===== config.mk =====
export PLATFORM = sky130hd
export DESIGN_NAME = dtc_timer_core
export DESIGN_NICKNAME = d
export VERILOG_FILES = /design/src/hdl/dtc_pkg.sv /design/src/hdl/dtc_timer_core.sv
export SDC_FILE = /design/constraint.sdc
export NUM_CORES = 1
export LEC_CHECK = 0
export ABC_AREA = 1
export BUFFER_PORTS_ARGS = -buffer_cell sky130_fd_sc_hd__buf_2
export CAP_MARGIN = 20
export CORE_ASPECT_RATIO = 1.75
export CORE_MARGIN = 2
export CORE_UTILIZATION = 30
export DETAILED_ROUTE_END_ITERATION = 8
export GPL_TIMING_DRIVEN = 0
export PLACE_DENSITY_LB_ADDON = 0.25
export REMOVE_ABC_BUFFERS = 1
export SYNTH_ARGS = -nofsm -noshare
export SYNTH_HDL_FRONTEND = slang
export SYNTH_SLANG_ARGS = --single-unit
export TNS_END_PERCENT = 20

===== constraint.sdc =====
create_clock -name mclk -period 2.4 [get_ports mclk]
set_input_delay 0.24 -clock mclk [delete_from_list [all_inputs] [get_ports mclk]]
set_output_delay 0.24 -clock mclk [all_outputs]
set_load 0.01 [all_outputs]

===== src/hdl/dtc_pkg.sv =====
package dtc_pkg;
    // Register addresses on the core's special function register bus
    localparam logic [7:0] ADDR_CONTROL = 8'h88;
    localparam logic [7:0] ADDR_MODE = 8'h89;
    localparam logic [7:0] ADDR_LOW_FIRST = 8'h8A;
    localparam logic [7:0] ADDR_LOW_SECOND = 8'h8B;
    localparam logic [7:0] ADDR_HIGH_FIRST = 8'h8C;
    localparam logic [7:0] ADDR_HIGH_SECOND = 8'h8D;

    // Reset values
    localparam logic [7:0] RESET_CONTROL = 8'h00;
    localparam logic [7:0] RESET_MODE = 8'h00;
    localparam logic [7:0] RESET_COUNT = 8'h00;
    localparam logic [7:0] UNMAPPED_READ = 8'h00;

    // Control register fields
    localparam int CTL_OVF_SECOND = 7;
    localparam int CTL_RUN_SECOND = 6;
    localparam int CTL_OVF_FIRST = 5;
    localparam int CTL_RUN_FIRST = 4;

    // Mode register fields, first timer at offset 0, second at offset 4
    localparam int MODE_FIELD_SECOND = 4;
    localparam int MODE_FIELD_FIRST = 0;
    localparam int MODE_SEL_LOW = 0;
    localparam int MODE_SEL_HIGH = 1;
    localparam int MODE_COUNTER_SEL = 2;
    localparam int MODE_GATE = 3;

    // Mode field encodings
    localparam logic [1:0] MODE_PRESCALED = 2'h0;
    localparam logic [1:0] MODE_SIXTEEN = 2'h1;
    localparam logic [1:0] MODE_RELOAD = 2'h2;
    localparam logic [1:0] MODE_SPLIT = 2'h3;

    // Prescaler held in the low byte in the 13-bit mode
    localparam int PRESCALE_BITS = 5;
    localparam logic [4:0] PRESCALE_MAX = 5'h1F;
    localparam logic [7:0] BYTE_MAX = 8'hFF;
endpackage


===== src/hdl/dtc_timer_core.sv =====
`timescale 1ns/100ps
module dtc_timer_core
    import dtc_pkg::*;
(
    // Clock and reset
    input wire logic mclk,
    input wire logic srst,
    // Special function register bus from the core
    input wire logic [7:0] sfr_addr,
    input wire logic sfr_wr,
    input wire logic [7:0] sfr_wdata,
    input wire logic sfr_rd,
    output logic [7:0] sfr_rdata,
    // Interrupt vector acknowledges from the core
    input wire logic vector_ack_first,
    input wire logic vector_ack_second,
    // Device pins
    input wire logic count_input_first,
    input wire logic count_input_second,
    input wire logic gate_pin_first,
    input wire logic gate_pin_second,
    // Overflow requests to the interrupt controller
    output logic overflow_flag_first,
    output logic overflow_flag_second
);
    // Index 0 is the first timer, index 1 the second
    logic [7:0] mode_reg;
    logic [1:0] run_bit;
    logic [1:0] ovf_flag;
    logic [7:0] low_byte [2];
    logic [7:0] high_byte [2];
    logic [1:0] pin_count_s1, pin_count_s2, pin_count_prev;
    logic [1:0] pin_gate_s1, pin_gate_s2;

    wire [1:0] pin_count_raw = {count_input_second, count_input_first};
    wire [1:0] pin_gate_raw = {gate_pin_second, gate_pin_first};

    // Result of one counting step: {constant zero, overflow of the counter, high, low}
    function automatic logic [17:0] step(input logic [1:0] mode, input logic inc,
                                         input logic [7:0] hi, input logic [7:0] lo);
        logic [7:0] nh;
        logic [7:0] nl;
        logic ov;
        nh = hi;
        nl = lo;
        ov = 1'b0;
        if (inc) begin
            unique case (mode)
                MODE_PRESCALED: begin
                    nl = {lo[7:PRESCALE_BITS], lo[PRESCALE_BITS-1:0] + 5'h01};
                    if (lo[PRESCALE_BITS-1:0] == PRESCALE_MAX) begin
                        nh = hi + 8'h01;
                        ov = (hi == BYTE_MAX);
                    end
                end
                MODE_SIXTEEN: begin
                    {nh, nl} = {hi, lo} + 16'h0001;
                    ov = ({hi, lo} == {BYTE_MAX, BYTE_MAX});
                end
                MODE_RELOAD: begin
                    nl = (lo == BYTE_MAX) ? hi : lo + 8'h01;
                    ov = (lo == BYTE_MAX);
                end
                MODE_SPLIT: begin
                    // Only the low byte is handled here; the split high byte is separate
                    nl = lo + 8'h01;
                    ov = (lo == BYTE_MAX);
                end
            endcase
        end
        step = {1'b0, ov, nh, nl};
    endfunction

    // Pins cross into mclk through two flops; for the count pins a third keeps the previous sample
    always_ff @(posedge mclk) begin
        if (srst) begin
            pin_count_s1 <= 2'h0;
            pin_count_s2 <= 2'h0;
            pin_count_prev <= 2'h0;
            pin_gate_s1 <= 2'h0;
            pin_gate_s2 <= 2'h0;
        end else begin
            pin_count_s1 <= pin_count_raw;
            pin_count_s2 <= pin_count_s1;
            pin_count_prev <= pin_count_s2;
            pin_gate_s1 <= pin_gate_raw;
            pin_gate_s2 <= pin_gate_s1;
        end
    end

    // High in one sample, low in the next; at least two clocks per edge, so
    // the source must hold each level a full cycle to be seen
    wire [1:0] fall_edge = pin_count_prev & ~pin_count_s2;

    wire [1:0] gate_sel = {mode_reg[MODE_FIELD_SECOND+MODE_GATE], mode_reg[MODE_FIELD_FIRST+MODE_GATE]};
    wire [1:0] cnt_sel = {mode_reg[MODE_FIELD_SECOND+MODE_COUNTER_SEL],
                          mode_reg[MODE_FIELD_FIRST+MODE_COUNTER_SEL]};
    wire [1:0] mode_second = mode_reg[MODE_FIELD_SECOND+MODE_SEL_HIGH:MODE_FIELD_SECOND+MODE_SEL_LOW];
    wire [1:0] mode_first = mode_reg[MODE_FIELD_FIRST+MODE_SEL_HIGH:MODE_FIELD_FIRST+MODE_SEL_LOW];

    wire enable_first = run_bit[0] & (~gate_sel[0] | pin_gate_s2[0]);
    wire enable_second = run_bit[1] & (~gate_sel[1] | pin_gate_s2[1]);

    // Internal source counts every clock with no divider in front
    wire inc_first = enable_first & (cnt_sel[0] ? fall_edge[0] : 1'b1);
    wire inc_second = enable_second & (cnt_sel[1] ? fall_edge[1] : 1'b1) &
                      (mode_second != MODE_SPLIT);
    wire split_first = (mode_first == MODE_SPLIT);
    // Split high byte is a timer only, steered by the second timer's run bit
    wire inc_split_high = split_first & run_bit[1];

    wire [17:0] res_first = step(mode_first, inc_first, high_byte[0], low_byte[0]);
    wire [17:0] res_second = step(mode_second, inc_second, high_byte[1], low_byte[1]);
    wire [7:0] split_high_next = inc_split_high ? high_byte[0] + 8'h01 : high_byte[0];
    wire split_high_ovf = inc_split_high & (high_byte[0] == BYTE_MAX);

    wire [7:0] next_high_first = split_first ? split_high_next : res_first[15:8];
    wire ovf_event_first = res_first[16];
    // While the first timer is split, its high byte owns the second flag
    wire ovf_event_second = split_first ? split_high_ovf : res_second[16];

    wire wr_control = sfr_wr & (sfr_addr == ADDR_CONTROL);
    wire wr_mode = sfr_wr & (sfr_addr == ADDR_MODE);
    wire wr_low_first = sfr_wr & (sfr_addr == ADDR_LOW_FIRST);
    wire wr_low_second = sfr_wr & (sfr_addr == ADDR_LOW_SECOND);
    wire wr_high_first = sfr_wr & (sfr_addr == ADDR_HIGH_FIRST);
    wire wr_high_second = sfr_wr & (sfr_addr == ADDR_HIGH_SECOND);

    // Flag: hardware set beats both the vector clear and a software write
    wire next_ovf_first = ovf_event_first | (wr_control ? sfr_wdata[CTL_OVF_FIRST] :
                          (ovf_flag[0] & ~vector_ack_first));
    wire next_ovf_second = ovf_event_second | (wr_control ? sfr_wdata[CTL_OVF_SECOND] :
                           (ovf_flag[1] & ~vector_ack_second));

    wire [7:0] control_view = {ovf_flag[1], run_bit[1], ovf_flag[0], run_bit[0], 4'h0};

    logic [7:0] read_mux;
    always_comb begin
        unique case (sfr_addr)
            ADDR_CONTROL: read_mux = control_view;
            ADDR_MODE: read_mux = mode_reg;
            ADDR_LOW_FIRST: read_mux = low_byte[0];
            ADDR_LOW_SECOND: read_mux = low_byte[1];
            ADDR_HIGH_FIRST: read_mux = high_byte[0];
            ADDR_HIGH_SECOND: read_mux = high_byte[1];
            default: read_mux = UNMAPPED_READ;
        endcase
    end

    always_ff @(posedge mclk) begin
        if (srst) begin
            mode_reg <= RESET_MODE;
            run_bit <= {RESET_CONTROL[CTL_RUN_SECOND], RESET_CONTROL[CTL_RUN_FIRST]};
            ovf_flag <= 2'h0;
            sfr_rdata <= UNMAPPED_READ;
        end else begin
            if (wr_mode)
                mode_reg <= sfr_wdata;
            if (wr_control)
                run_bit <= {sfr_wdata[CTL_RUN_SECOND], sfr_wdata[CTL_RUN_FIRST]};
            ovf_flag <= {next_ovf_second, next_ovf_first};
            if (sfr_rd)
                sfr_rdata <= read_mux;
        end
    end

    // A software write to a count byte takes priority over counting that cycle
    always_ff @(posedge mclk) begin
        if (srst) begin
            low_byte[0] <= RESET_COUNT;
            low_byte[1] <= RESET_COUNT;
            high_byte[0] <= RESET_COUNT;
            high_byte[1] <= RESET_COUNT;
        end else begin
            low_byte[0] <= wr_low_first ? sfr_wdata : res_first[7:0];
            low_byte[1] <= wr_low_second ? sfr_wdata : res_second[7:0];
            high_byte[0] <= wr_high_first ? sfr_wdata : next_high_first;
            high_byte[1] <= wr_high_second ? sfr_wdata : res_second[15:8];
        end
    end

    assign overflow_flag_first = ovf_flag[0];
    assign overflow_flag_second = ovf_flag[1];
endmodule

==> results.py, run 1 <==
metrics = {
    "power_and_ir_drop": {
        "p_leak_nw": 2.24,
        "p_sw_mw": 0.632,
        "max-vdd-ir-drop_uv": 333,
        "power_frac_seq_pct": 41.2,
        "power.share.combinational_pct": 5.1,
        "powerDensity_mw_per_mm2": 517,
        "swShare_pct": 24.8,
        "cell_internal_pwr_mw": 1.91,
        "finalPower_mw": 2.55,
        "clkPwrFrac_pct": 53.8,
    },
    "clock_network": {
        "cts_root_buf": "clkbuf_16",
        "hold_buffers": 0,
        "cts_inserted_buffers": 9,
        "clock_latency_ns": 0.34,
        "cts.path.max_buffers": 2,
        "htree_levels": 3,
        "cts_tree": "yes",
        "clk_pin_slew_ns": 0.06,
        "cts_num_sinks": 62,
    },
    "detailed_routing": {
        "first_pass_iters": 5,
        "dr_wl_met3_um": 508,
        "postRouteAntennaNets": 0,
        "via_per_inst": 5.03,
        "drtIter0Drc": 306,
        "routedWlPerCell_um": 16.8,
        "met1_length_um": 5620,
        "wl_um": 15400,
        "dr_wl_met2_um": 8250,
        "dr.max_layer_used": "met4",
        "route.detailed.drc": 0,
        "num_vias": 4612,
    },
    "logic_synthesis": {
        "synthDistinctLibCells": 38,
        "yosysSeqAreaShare_pct": 29.0,
        "yosysMostFrequentCell": "nand2_1",
        "yosysTopAreaCell": "dfxtp_1",
        "ys_warn_count": 0,
        "synth_common_cells": "nand2_1, inv_1, nor2_1, nand3_1, dfxtp_1",
        "syn_area_mm2": 0.00428,
        "ys.flop_type": "dfxtp_1",
        "synth_edf_count": 0,
        "syn_inst": 702,
        "avgSynthCellArea_um2": 6.10,
        "synthTopCellsByArea": "dfxtp_1, nand2_1, inv_1, nand3_1, nor2_1",
        "async_flop_share_pct": 0,
        "yosysTopAreaCellShare_pct": 29.0,
        "ys_ff_latch": 62,
    },
    "cells_and_area": {
        "diodes": 0,
        "layout-drive-gt1-share_pct": 12.2,
        "syn_to_final_growth_pct": 15.0,
        "biggestRegsByFlops": "high_byte x16, low_byte x16",
        "fin_nets": 771,
        "fin_area_mm2": 0.00493,
    },
    "timing": {
        "fin_crit_sh_pct": 91.7,
        "relSlewSlack_pct": 41.9,
        "fin_crit_ns": 2.20,
        "tightest_slew_ns": 0.866,
        "timing.final.ws_setup_ns": 0.198,
        "final-hold-violation-count": 0,
        "max_freq_mhz": 454,
        "drv_slew": 0,
        "rsz0062_at_grt": "no",
        "setup_tns_ns": 0,
        "setup-violations-final": 0,
        "skew_ns": 0.0102,
    },
    "critical_path": {
        "critical_path_class": "reg -> reg",
        "critPathRequiredTime_ns": 2.66,
        "end_kind": "flip-flop",
        "worst_setup_path_start_kind": "flip-flop",
        "crit_path_max_fanout": 7,
        "arrival_ns": 2.46,
    },
    "global_routing": {
        "antenna_found_initial": 0,
        "grt_pass1_wl_um": 23600,
        "grt_usage_pct": 20.7,
        "grt-ovfl-total": 0,
        "grt_max_degree": 36,
        "grt_pass1_vias": 4347,
    },
    "die": {
        "core-area_mm2": 0.0139,
        "rows": 57,
        "die_h_um": 162,
        "dieArea_mm2": 0.0153,
        "initial_core_util_pct": 30.8,
        "io_pins": 36,
        "fp.dieW_um": 94.3,
    },
    "placed_design": {
        "port_buffers": 35,
        "gp_congestion": 0.942,
        "dpl_cell_area_mm2": 0.00459,
        "dp_hpwl_um": 12000,
        "pre_cts_ws_ns": -0.276,
    },
    "run_status": {
        "status": "completed",
    },
    "job": {
        "cap_violations": 0,
    },
    "worst_hold_path": {
        "holdCritPathClass": "in -> reg",
    },
}
-- metrics by stage --
step | hold WS (ns) | instances | utilization, %
floorplan | 0.302 | 686 | -
global placement | 0.389 | 898 | 33.0
detailed placement | 0.395 | 898 | 33.0
CTS | 0.0968 | 914 | 35.2
global route | 0.115 | 917 | 35.4
finish | 0.101 | 917 | 35.4
-- metal layers --
| metal | global-route usage [%] | up-vias |
|---|---|---|
| li1 | - | 2344 |
| met3 | 2.27 | 45 |
| met5 | 0 | - |
| met4 | 14.4 | 0 |
| met1 | 21.2 | 2091 |
| met2 | 38.0 | 132 |
-- cell families (layout without fill, tap and decap cells) --
kind of cell / count (synthesis) / count (layout) / synth area share [%]
fa+ha+maj: 10 / 10 / 2.92
compound gates: 133 / 133 / 16.9
xor+xnor: 7 / 7 / 1.43
simple gates: 359 / 359 / 37.7
buf+inv: 131 / 169 / 12.1
flops: 62 / 62 / 29.0
-- power groups by stage --
stage	Clock, mW	Combinational (mW)	Sequential, mW
floorplan	0	0.0512	1.07
global placement	0	0.131	1.07
detailed placement	0	0.130	1.07
CTS	1.39	0.131	1.05
global route	1.42	0.143	1.05
finish	1.37	0.129	1.05
-- layout make-up --
class / count / area, µm²
Multi-Input combinational cell: 509 / 2530
Clock inverter: 6 / 70.1
Inverter: 115 / 432
Fill cell: 1590 / 8980
Tap cell: 177 / 221
Clock buffer: 10 / 239
Timing Repair Buffer: 38 / 198
Sequential cell: 62 / 1240
-- path summary, 6_finish.rpt --
check | start | endpoint | slack [ns] | cells past startpoint
max reg2reg | low_byte[0][8] | high_byte[0][13] | 0.20 | 10
max | low_byte[0][8] | high_byte[0][13] | 0.20 | 10
min | count_input_second | pin_count_s1[1] | 0.10 | 3
min reg2reg | pin_gate_s1[0] | pin_gate_s2[0] | 0.40 | 2
-- cell usage in the layout, fill, tap and decap left out, drive strengths merged, types with 10 or more instances in the layout --
master,netlist,final
nand2,170,170
inv,114,115
nor2,86,86
nand3,73,73
dfxtp,62,62
o21ai,57,57
a21oi,50,50
buf,8,38
o22ai,12,12
nor3,12,12
nand4,11,11
o211ai,10,10
ha,10,10
clkbuf,8,10
-- worst max-delay path, cell delays in order, from the launching register on --
cell and delay (ns):
dfxtp_1 0.37, ha_1 0.26, nand3_1 0.13, inv_1 0.08
ha_1 0.17, or2_2 0.29, nand4_1 0.20, nand2_1 0.23
o21ai_0 0.21, inv_1 0.06, a21oi_1 0.13
-- what timing repair did --
action | in CTS | in global routing
endpoints found under the setup margin | 0 | 8
resized for setup | 0 | 1
setup buffers | 0 | 3
Note: power is estimated with default switching activity, not from simulation.
==> run 2, diff against run 1 <==
- ABC_AREA: 1 -> default
- RECOVER_POWER: default -> 25
==> run 2 against run 1 <==
  * Count of clock-buffer cells in the layout rose by 4
  * First-iteration DRC count shrank 33%
  * Hold slack gained 0.012 ns
  * Die area fell by 8.2%
  * Synthesized area decreased by 8.4%
  * Synthesized cell count fell by 35%
  * Routed wire length down 16%
  * Critical path depth decreased by 4
  * Critical path type unchanged
  * Largest cell class unchanged
  * Highest routed layer is now met5
==> results.py, run 2 <==
metrics = {
    "run_status": {
        "status": "completed",
    },
    "timing": {
        "setup-violations-final": 0,
        "skew_ns": 0.00456,
        "final-hold-violation-count": 0,
        "whs_ns": 0.113,
        "relSlewSlack_pct": 45.1,
        "fin_crit_sh_pct": 96.4,
        "fin_crit_ns": 2.31,
        "tightest_slew_ns": 0.821,
        "rsz0062_at_grt": "no",
        "max_freq_mhz": 432,
        "drv_slew": 0,
        "setup_tns_ns": 0,
    },
    "job": {
        "cap_violations": 0,
    },
    "detailed_routing": {
        "route.detailed.drc": 0,
        "first_pass_iters": 5,
        "wl_um": 13000,
        "drtIter0Drc": 204,
        "routedWlPerCell_um": 19.8,
        "num_vias": 3715,
        "via_per_inst": 5.66,
        "postRouteAntennaNets": 0,
    },
    "power_and_ir_drop": {
        "swShare_pct": 22.9,
        "p_sw_mw": 0.544,
        "clkPwrFrac_pct": 50.6,
        "power.share.combinational_pct": 5.3,
        "power_frac_seq_pct": 44.0,
        "powerDensity_mw_per_mm2": 518,
        "max-vdd-ir-drop_uv": 260,
        "p_leak_nw": 1.55,
        "cell_internal_pwr_mw": 1.83,
    },
    "cells_and_area": {
        "layout-drive-gt1-share_pct": 15.7,
        "syn_to_final_growth_pct": 17.1,
        "seq_area_mm2": 0.00125,
        "multi_input_area_mm2": 0.00257,
        "fin_nets": 517,
        "nFillCells": 1355,
        "diodes": 0,
        "mostFrequentLayoutCells": "dfxtp_1, nor2_1, nand2_1, buf_2, mux2i_1",
        "final_core_utilization_pct": 35.7,
        "final_common_cell": "dfxtp_1",
        "fin_area_mm2": 0.00459,
        "biggestRegsByFlops": "high_byte x16, low_byte x16",
    },
    "logic_synthesis": {
        "synthXorXnorAreaFrac_pct": 2.90,
        "synthTopCellsByArea": "dfxtp_1, mux2i_1, nor2_1, ha_1, nor2b_1",
        "yosysSeqAreaShare_pct": 31.6,
        "synth_top_family_by_area": "simple AND/OR/NAND/NOR gates",
        "synth_common_cells": "dfxtp_1, nor2_1, nand2_1, mux2i_1, nor2b_1",
        "yosysTopAreaCell": "dfxtp_1",
        "ys.flop_type": "dfxtp_1",
        "synth_mux_area_share_pct": 9.03,
        "yosysTopAreaCellShare_pct": 31.6,
        "syn_area_mm2": 0.00392,
        "avgSynthCellArea_um2": 8.66,
        "synthDistinctLibCells": 64,
        "synthAdderAreaFrac_pct": 3.19,
        "ys_ff_latch": 62,
        "ys_warn_count": 0,
        "synth_edf_count": 0,
        "async_flop_share_pct": 0,
        "synth_simple_gate_area_share_pct": 26.3,
        "synth_compound_area_share_pct": 22.9,
        "syn_inst": 453,
        "yosysMostFrequentCell": "dfxtp_1",
    },
    "critical_path": {
        "crit_path_max_fanout": 11,
        "critical_path_class": "reg -> reg",
        "arrival_ns": 2.55,
        "end_kind": "flip-flop",
        "rrSetupSlack_ns": 0.09,
        "worst_setup_path_start_kind": "flip-flop",
        "critPathRequiredTime_ns": 2.64,
    },
    "die": {
        "die_h_um": 155,
        "initial_core_util_pct": 30.5,
        "dieArea_mm2": 0.0140,
        "rows": 55,
        "io_pins": 36,
        "fp.dieW_um": 90.4,
        "core-area_mm2": 0.0129,
    },
    "clock_network": {
        "clock_latency_ns": 0.33,
        "cts_tree": "yes",
        "cts_num_sinks": 62,
        "cts_inserted_buffers": 9,
        "clk_pin_slew_ns": 0.05,
        "htree_levels": 3,
        "hold_buffers": 0,
        "cts.path.max_buffers": 2,
        "cts_root_buf": "clkbuf_16",
    },
    "global_routing": {
        "grt_pass1_vias": 3629,
        "grt_pass1_wl_um": 20100,
        "grt_usage_pct": 18.8,
        "grt-ovfl-total": 0,
        "antenna_found_initial": 1,
        "grt_max_degree": 44,
    },
    "placed_design": {
        "gp_congestion": 0.875,
        "dp_hpwl_um": 9830,
        "port_buffers": 35,
        "dpl_cell_area_mm2": 0.00425,
    },
    "worst_hold_path": {
        "holdCritPathClass": "in -> reg",
    },
}
## run 2: cell families after synthesis
family | after synthesis
buffers and inverters | 40
adder cells (fa/ha/maj) | 10
multiplexers | 30
flip-flops | 62
XOR/XNOR | 13
AND/OR/NAND/NOR | 183
AO/OA/AOI/OAI | 115
## run 2: cell type report
| class | instances | share of cell area (%) |
|---|---|---|
| Tap cell | 171 | 4.66 |
| Inverter | 16 | 1.36 |
| Clock inverter | 1 | 0.109 |
| Clock buffer | 14 | 5.75 |
| Sequential cell | 62 | 27.2 |
| Timing Repair Buffer | 41 | 4.93 |
| Multi-Input combinational cell | 351 | 55.9 |
## run 2: final timing paths
check                                      from               to  cells past startpoint
worst max-delay path                mode_reg[3]  high_byte[0][4]                      6
worst min-delay path            gate_pin_second   pin_gate_s1[1]                      2
worst max register to register      mode_reg[3]  high_byte[0][4]                      6
worst min register to register   pin_gate_s1[0]   pin_gate_s2[0]                      1
## run 2: timing repair
action,in CTS,in global routing
setup endpoints to repair,8,13
resized for setup,6,9
pin swaps,1,1
buffers inserted,3,1
## run 2: stage by stage
stage	worst slack (ns)	std cells	total power [mW]
2_1_floorplan	0.168	429	1.11
4_1_cts	0.00448	655	2.41
3_3_place_gp	-0.258	635	1.19
5_1_grt	0.0139	656	2.45
3_5_place_dp	-0.265	637	1.20
6_report	0.0867	656	2.38
## run 2: per-layer routing
| metal | track usage, % | routed length, µm | up-vias |
|---|---|---|---|
| met2 | 35.5 | 7190 | 114 |
| met4 | 12.4 | 664 | 2 |
| met1 | 18.8 | 4600 | 1796 |
| met5 | 0 | 12 | - |
| li1 | - | - | 1770 |
| met3 | 3.00 | 520 | 33 |
## run 2: worst max-delay path, stage by stage, from the launching register on
cell and delay [ns]:
dfxtp_1 0.37, nor2b_1 0.19, a211o_1 0.46, o31a_2 0.43, buf_4 0.17, or3_1 0.35
a311oi_1 0.26
## run 2: power groups by stage
stage | registers (mW) | clock network (mW) | logic (mW)
after floorplan | 1.07 | 0 | 0.0409
after global placement | 1.07 | 0 | 0.123
after detailed placement | 1.07 | 0 | 0.128
after CTS | 1.05 | 1.23 | 0.129
after global routing | 1.05 | 1.27 | 0.137
final | 1.05 | 1.20 | 0.127
==> run 3, diff against run 2 <==
- CELL_PAD_IN_SITES_DETAIL_PLACEMENT: default -> 2
- CELL_PAD_IN_SITES_GLOBAL_PLACEMENT: default -> 2
- CORE_MARGIN: 2 -> default
==> run 3 against run 2 <==
  * Critical endpoint is now high_byte[0][7]
  * Largest power group unchanged
  * Critical path depth did not move
  * Count of clock-buffer cells in the layout fell by 5
  * Hold slack got worse by 0.0025 ns
==> results.py, run 3 (same netlist as run 2, synthesis figures left out) <==
metrics = {
    "power_and_ir_drop": {
        "power_frac_seq_pct": 43.4,
        "p_leak_nw": 1.58,
        "powerDensity_mw_per_mm2": 519,
        "max-vdd-ir-drop_uv": 256,
        "power.share.combinational_pct": 5.4,
        "swShare_pct": 26.1,
        "cell_internal_pwr_mw": 1.78,
        "p_sw_mw": 0.628,
        "clkPwrFrac_pct": 51.2,
    },
    "timing": {
        "tightest_slew_ns": 1.38,
        "setup-violations-final": 0,
        "drv_slew": 0,
        "fin_crit_ns": 2.31,
        "fin_crit_sh_pct": 96.1,
        "setup_tns_ns": 0,
        "final-hold-violation-count": 0,
        "relSlewSlack_pct": 7.71,
        "skew_ns": 0.00598,
        "rsz0062_at_grt": "yes",
        "max_freq_mhz": 433,
    },
    "job": {
        "cap_violations": 0,
    },
    "critical_path": {
        "rr_endpoint": "high_byte[0][7]",
        "critPathBufInv": 1,
        "arrival_ns": 2.57,
        "end_kind": "flip-flop",
        "timing.rr.start": "mode_reg[3]",
        "critPathRequiredTime_ns": 2.67,
        "rrSetupSlack_ns": 0.09,
        "worst_setup_path_start_kind": "flip-flop",
        "crit_path_max_fanout": 11,
        "r2r_cells": 6,
        "cp_top_family": "compound AO/OA/AOI/OAI gates",
        "crit_slowest_cell": "or4_1",
        "cp_cell_sequence": "nor2b_1 -> a211o_2 -> o31a_2 -> buf_4 -> or4_1 -> a31oi_1",
        "critical_path_class": "reg -> reg",
        "crit_path_max_incr_delay_ns": 0.50,
    },
    "cells_and_area": {
        "final_common_cell": "dfxtp_1",
        "syn_to_final_growth_pct": 18.5,
        "multi_input_area_mm2": 0.00258,
        "final_core_utilization_pct": 36.8,
        "final-instance-count-excl-fill": 660,
        "layout-drive-gt1-share_pct": 18.1,
        "biggestRegsByFlops": "high_byte x16, low_byte x16",
        "mostFrequentLayoutCells": "dfxtp_1, nor2_1, nand2_1, buf_2, mux2i_1",
        "seq_area_mm2": 0.00125,
        "nFillCells": 1445,
        "diodes": 0,
        "fin_nets": 523,
    },
    "detailed_routing": {
        "drtIter0Drc": 184,
        "postRouteAntennaNets": 0,
        "wl_um": 15100,
        "num_vias": 3814,
        "routedWlPerCell_um": 22.8,
        "first_pass_iters": 4,
        "via_per_inst": 5.78,
        "route.detailed.drc": 0,
    },
    "die": {
        "initial_core_util_pct": 31.0,
        "core-area_mm2": 0.0126,
        "fp.dieW_um": 88.4,
        "die_h_um": 153,
        "rows": 54,
        "dieArea_mm2": 0.0136,
        "io_pins": 36,
    },
    "clock_network": {
        "cts.path.max_buffers": 2,
        "cts_inserted_buffers": 9,
        "clk_pin_slew_ns": 0.06,
        "cts_tree": "yes",
        "cts_num_sinks": 62,
        "cts_root_buf": "clkbuf_16",
        "htree_levels": 3,
        "clock_latency_ns": 0.34,
        "hold_buffers": 0,
    },
    "worst_hold_path": {
        "hold_depth": 2,
        "holdCritPathClass": "in -> reg",
        "min-delay-start": "gate_pin_second",
        "min_to": "pin_gate_s1[1]",
    },
    "placed_design": {
        "port_buffers": 35,
        "dp_hpwl_um": 11000,
        "gp_congestion": 0.823,
        "placedCellCount": 634,
    },
    "global_routing": {
        "grt_usage_pct": 23.0,
        "grt_pass1_wl_um": 22700,
        "grt_max_degree": 40,
        "antenna_found_initial": 0,
        "grt-ovfl-total": 0,
        "grt_pass1_vias": 4086,
    },
    "run_status": {
        "status": "completed",
    },
}
run 3: through the flow:
step / instance area (µm²) / power (mW) / hold WS (ns) / worst slack [ns]
2_1_floorplan: 3820 / 1.11 / 0.309 / 0.168
3_3_place_gp: 4210 / 1.20 / 0.418 / -0.211
3_5_place_dp: 4240 / 1.20 / 0.435 / -0.263
4_1_cts: 4570 / 2.44 / 0.105 / 0.0229
5_1_grt: 4650 / 2.48 / 0.121 / -0.0341
6_report: 4650 / 2.41 / 0.110 / 0.0931
run 3: how the worst max path moves through the flow:
stage | startpoint | endpoint | slack, ns | depth (start not counted)
after detailed placement | low_byte[0][1] | high_byte[0][5] | -0.26 | 8
after CTS | low_byte[0][1] | high_byte[0][7] | 0.02 | 9
after global routing | low_byte[0][8] | high_byte[0][14] | -0.03 | 8
final | mode_reg[3] | high_byte[0][7] | 0.09 | 6
after floorplan | low_byte[0][1] | high_byte[0][5] | 0.17 | 8
after global placement | low_byte[0][1] | high_byte[0][5] | -0.21 | 8
run 3: per-layer routing:
layer | global-route usage, % | wire length (µm)
met1 | 23.6 | 5810
met2 | 43.0 | 8170
met3 | 2.81 | 278
met4 | 13.1 | 806
met5 | 0 | 0
run 3: worst reg2reg max path: cells and delay by family (launching register included):
| family | cells | cell delay (ns) |
|---|---|---|
| buffers and inverters | 1 | 0.17 |
| flip-flops | 1 | 0.37 |
| AO/OA/AOI/OAI | 3 | 0.99 |
| AND/OR/NAND/NOR | 2 | 0.71 |
run 3: final cells by class:
| type | instances | area share [%] |
|---|---|---|
| inverters | 16 | 1.35 |
| multi-input cells | 351 | 55.6 |
| clock inverters | 7 | 1.08 |
| clock buffers | 9 | 4.85 |
| repair buffers | 47 | 5.71 |
| flip-flops and latches | 62 | 26.9 |
| well taps | 168 | 4.52 |
run 3: power groups by stage:
stage	Combinational, mW	Sequential (mW)	Clock (mW)
after floorplan	0.0409	1.07	0
after global placement	0.125	1.07	0
after detailed placement	0.133	1.07	0
after CTS	0.133	1.05	1.26
after global routing	0.141	1.05	1.29
final	0.131	1.05	1.23
run 3: timing repair:
action                                  in CTS  in global routing
buffers inserted                             4                  5
endpoints found under the setup margin       8                 11
resized for setup                            8                 11
pin swaps                                    1                  1
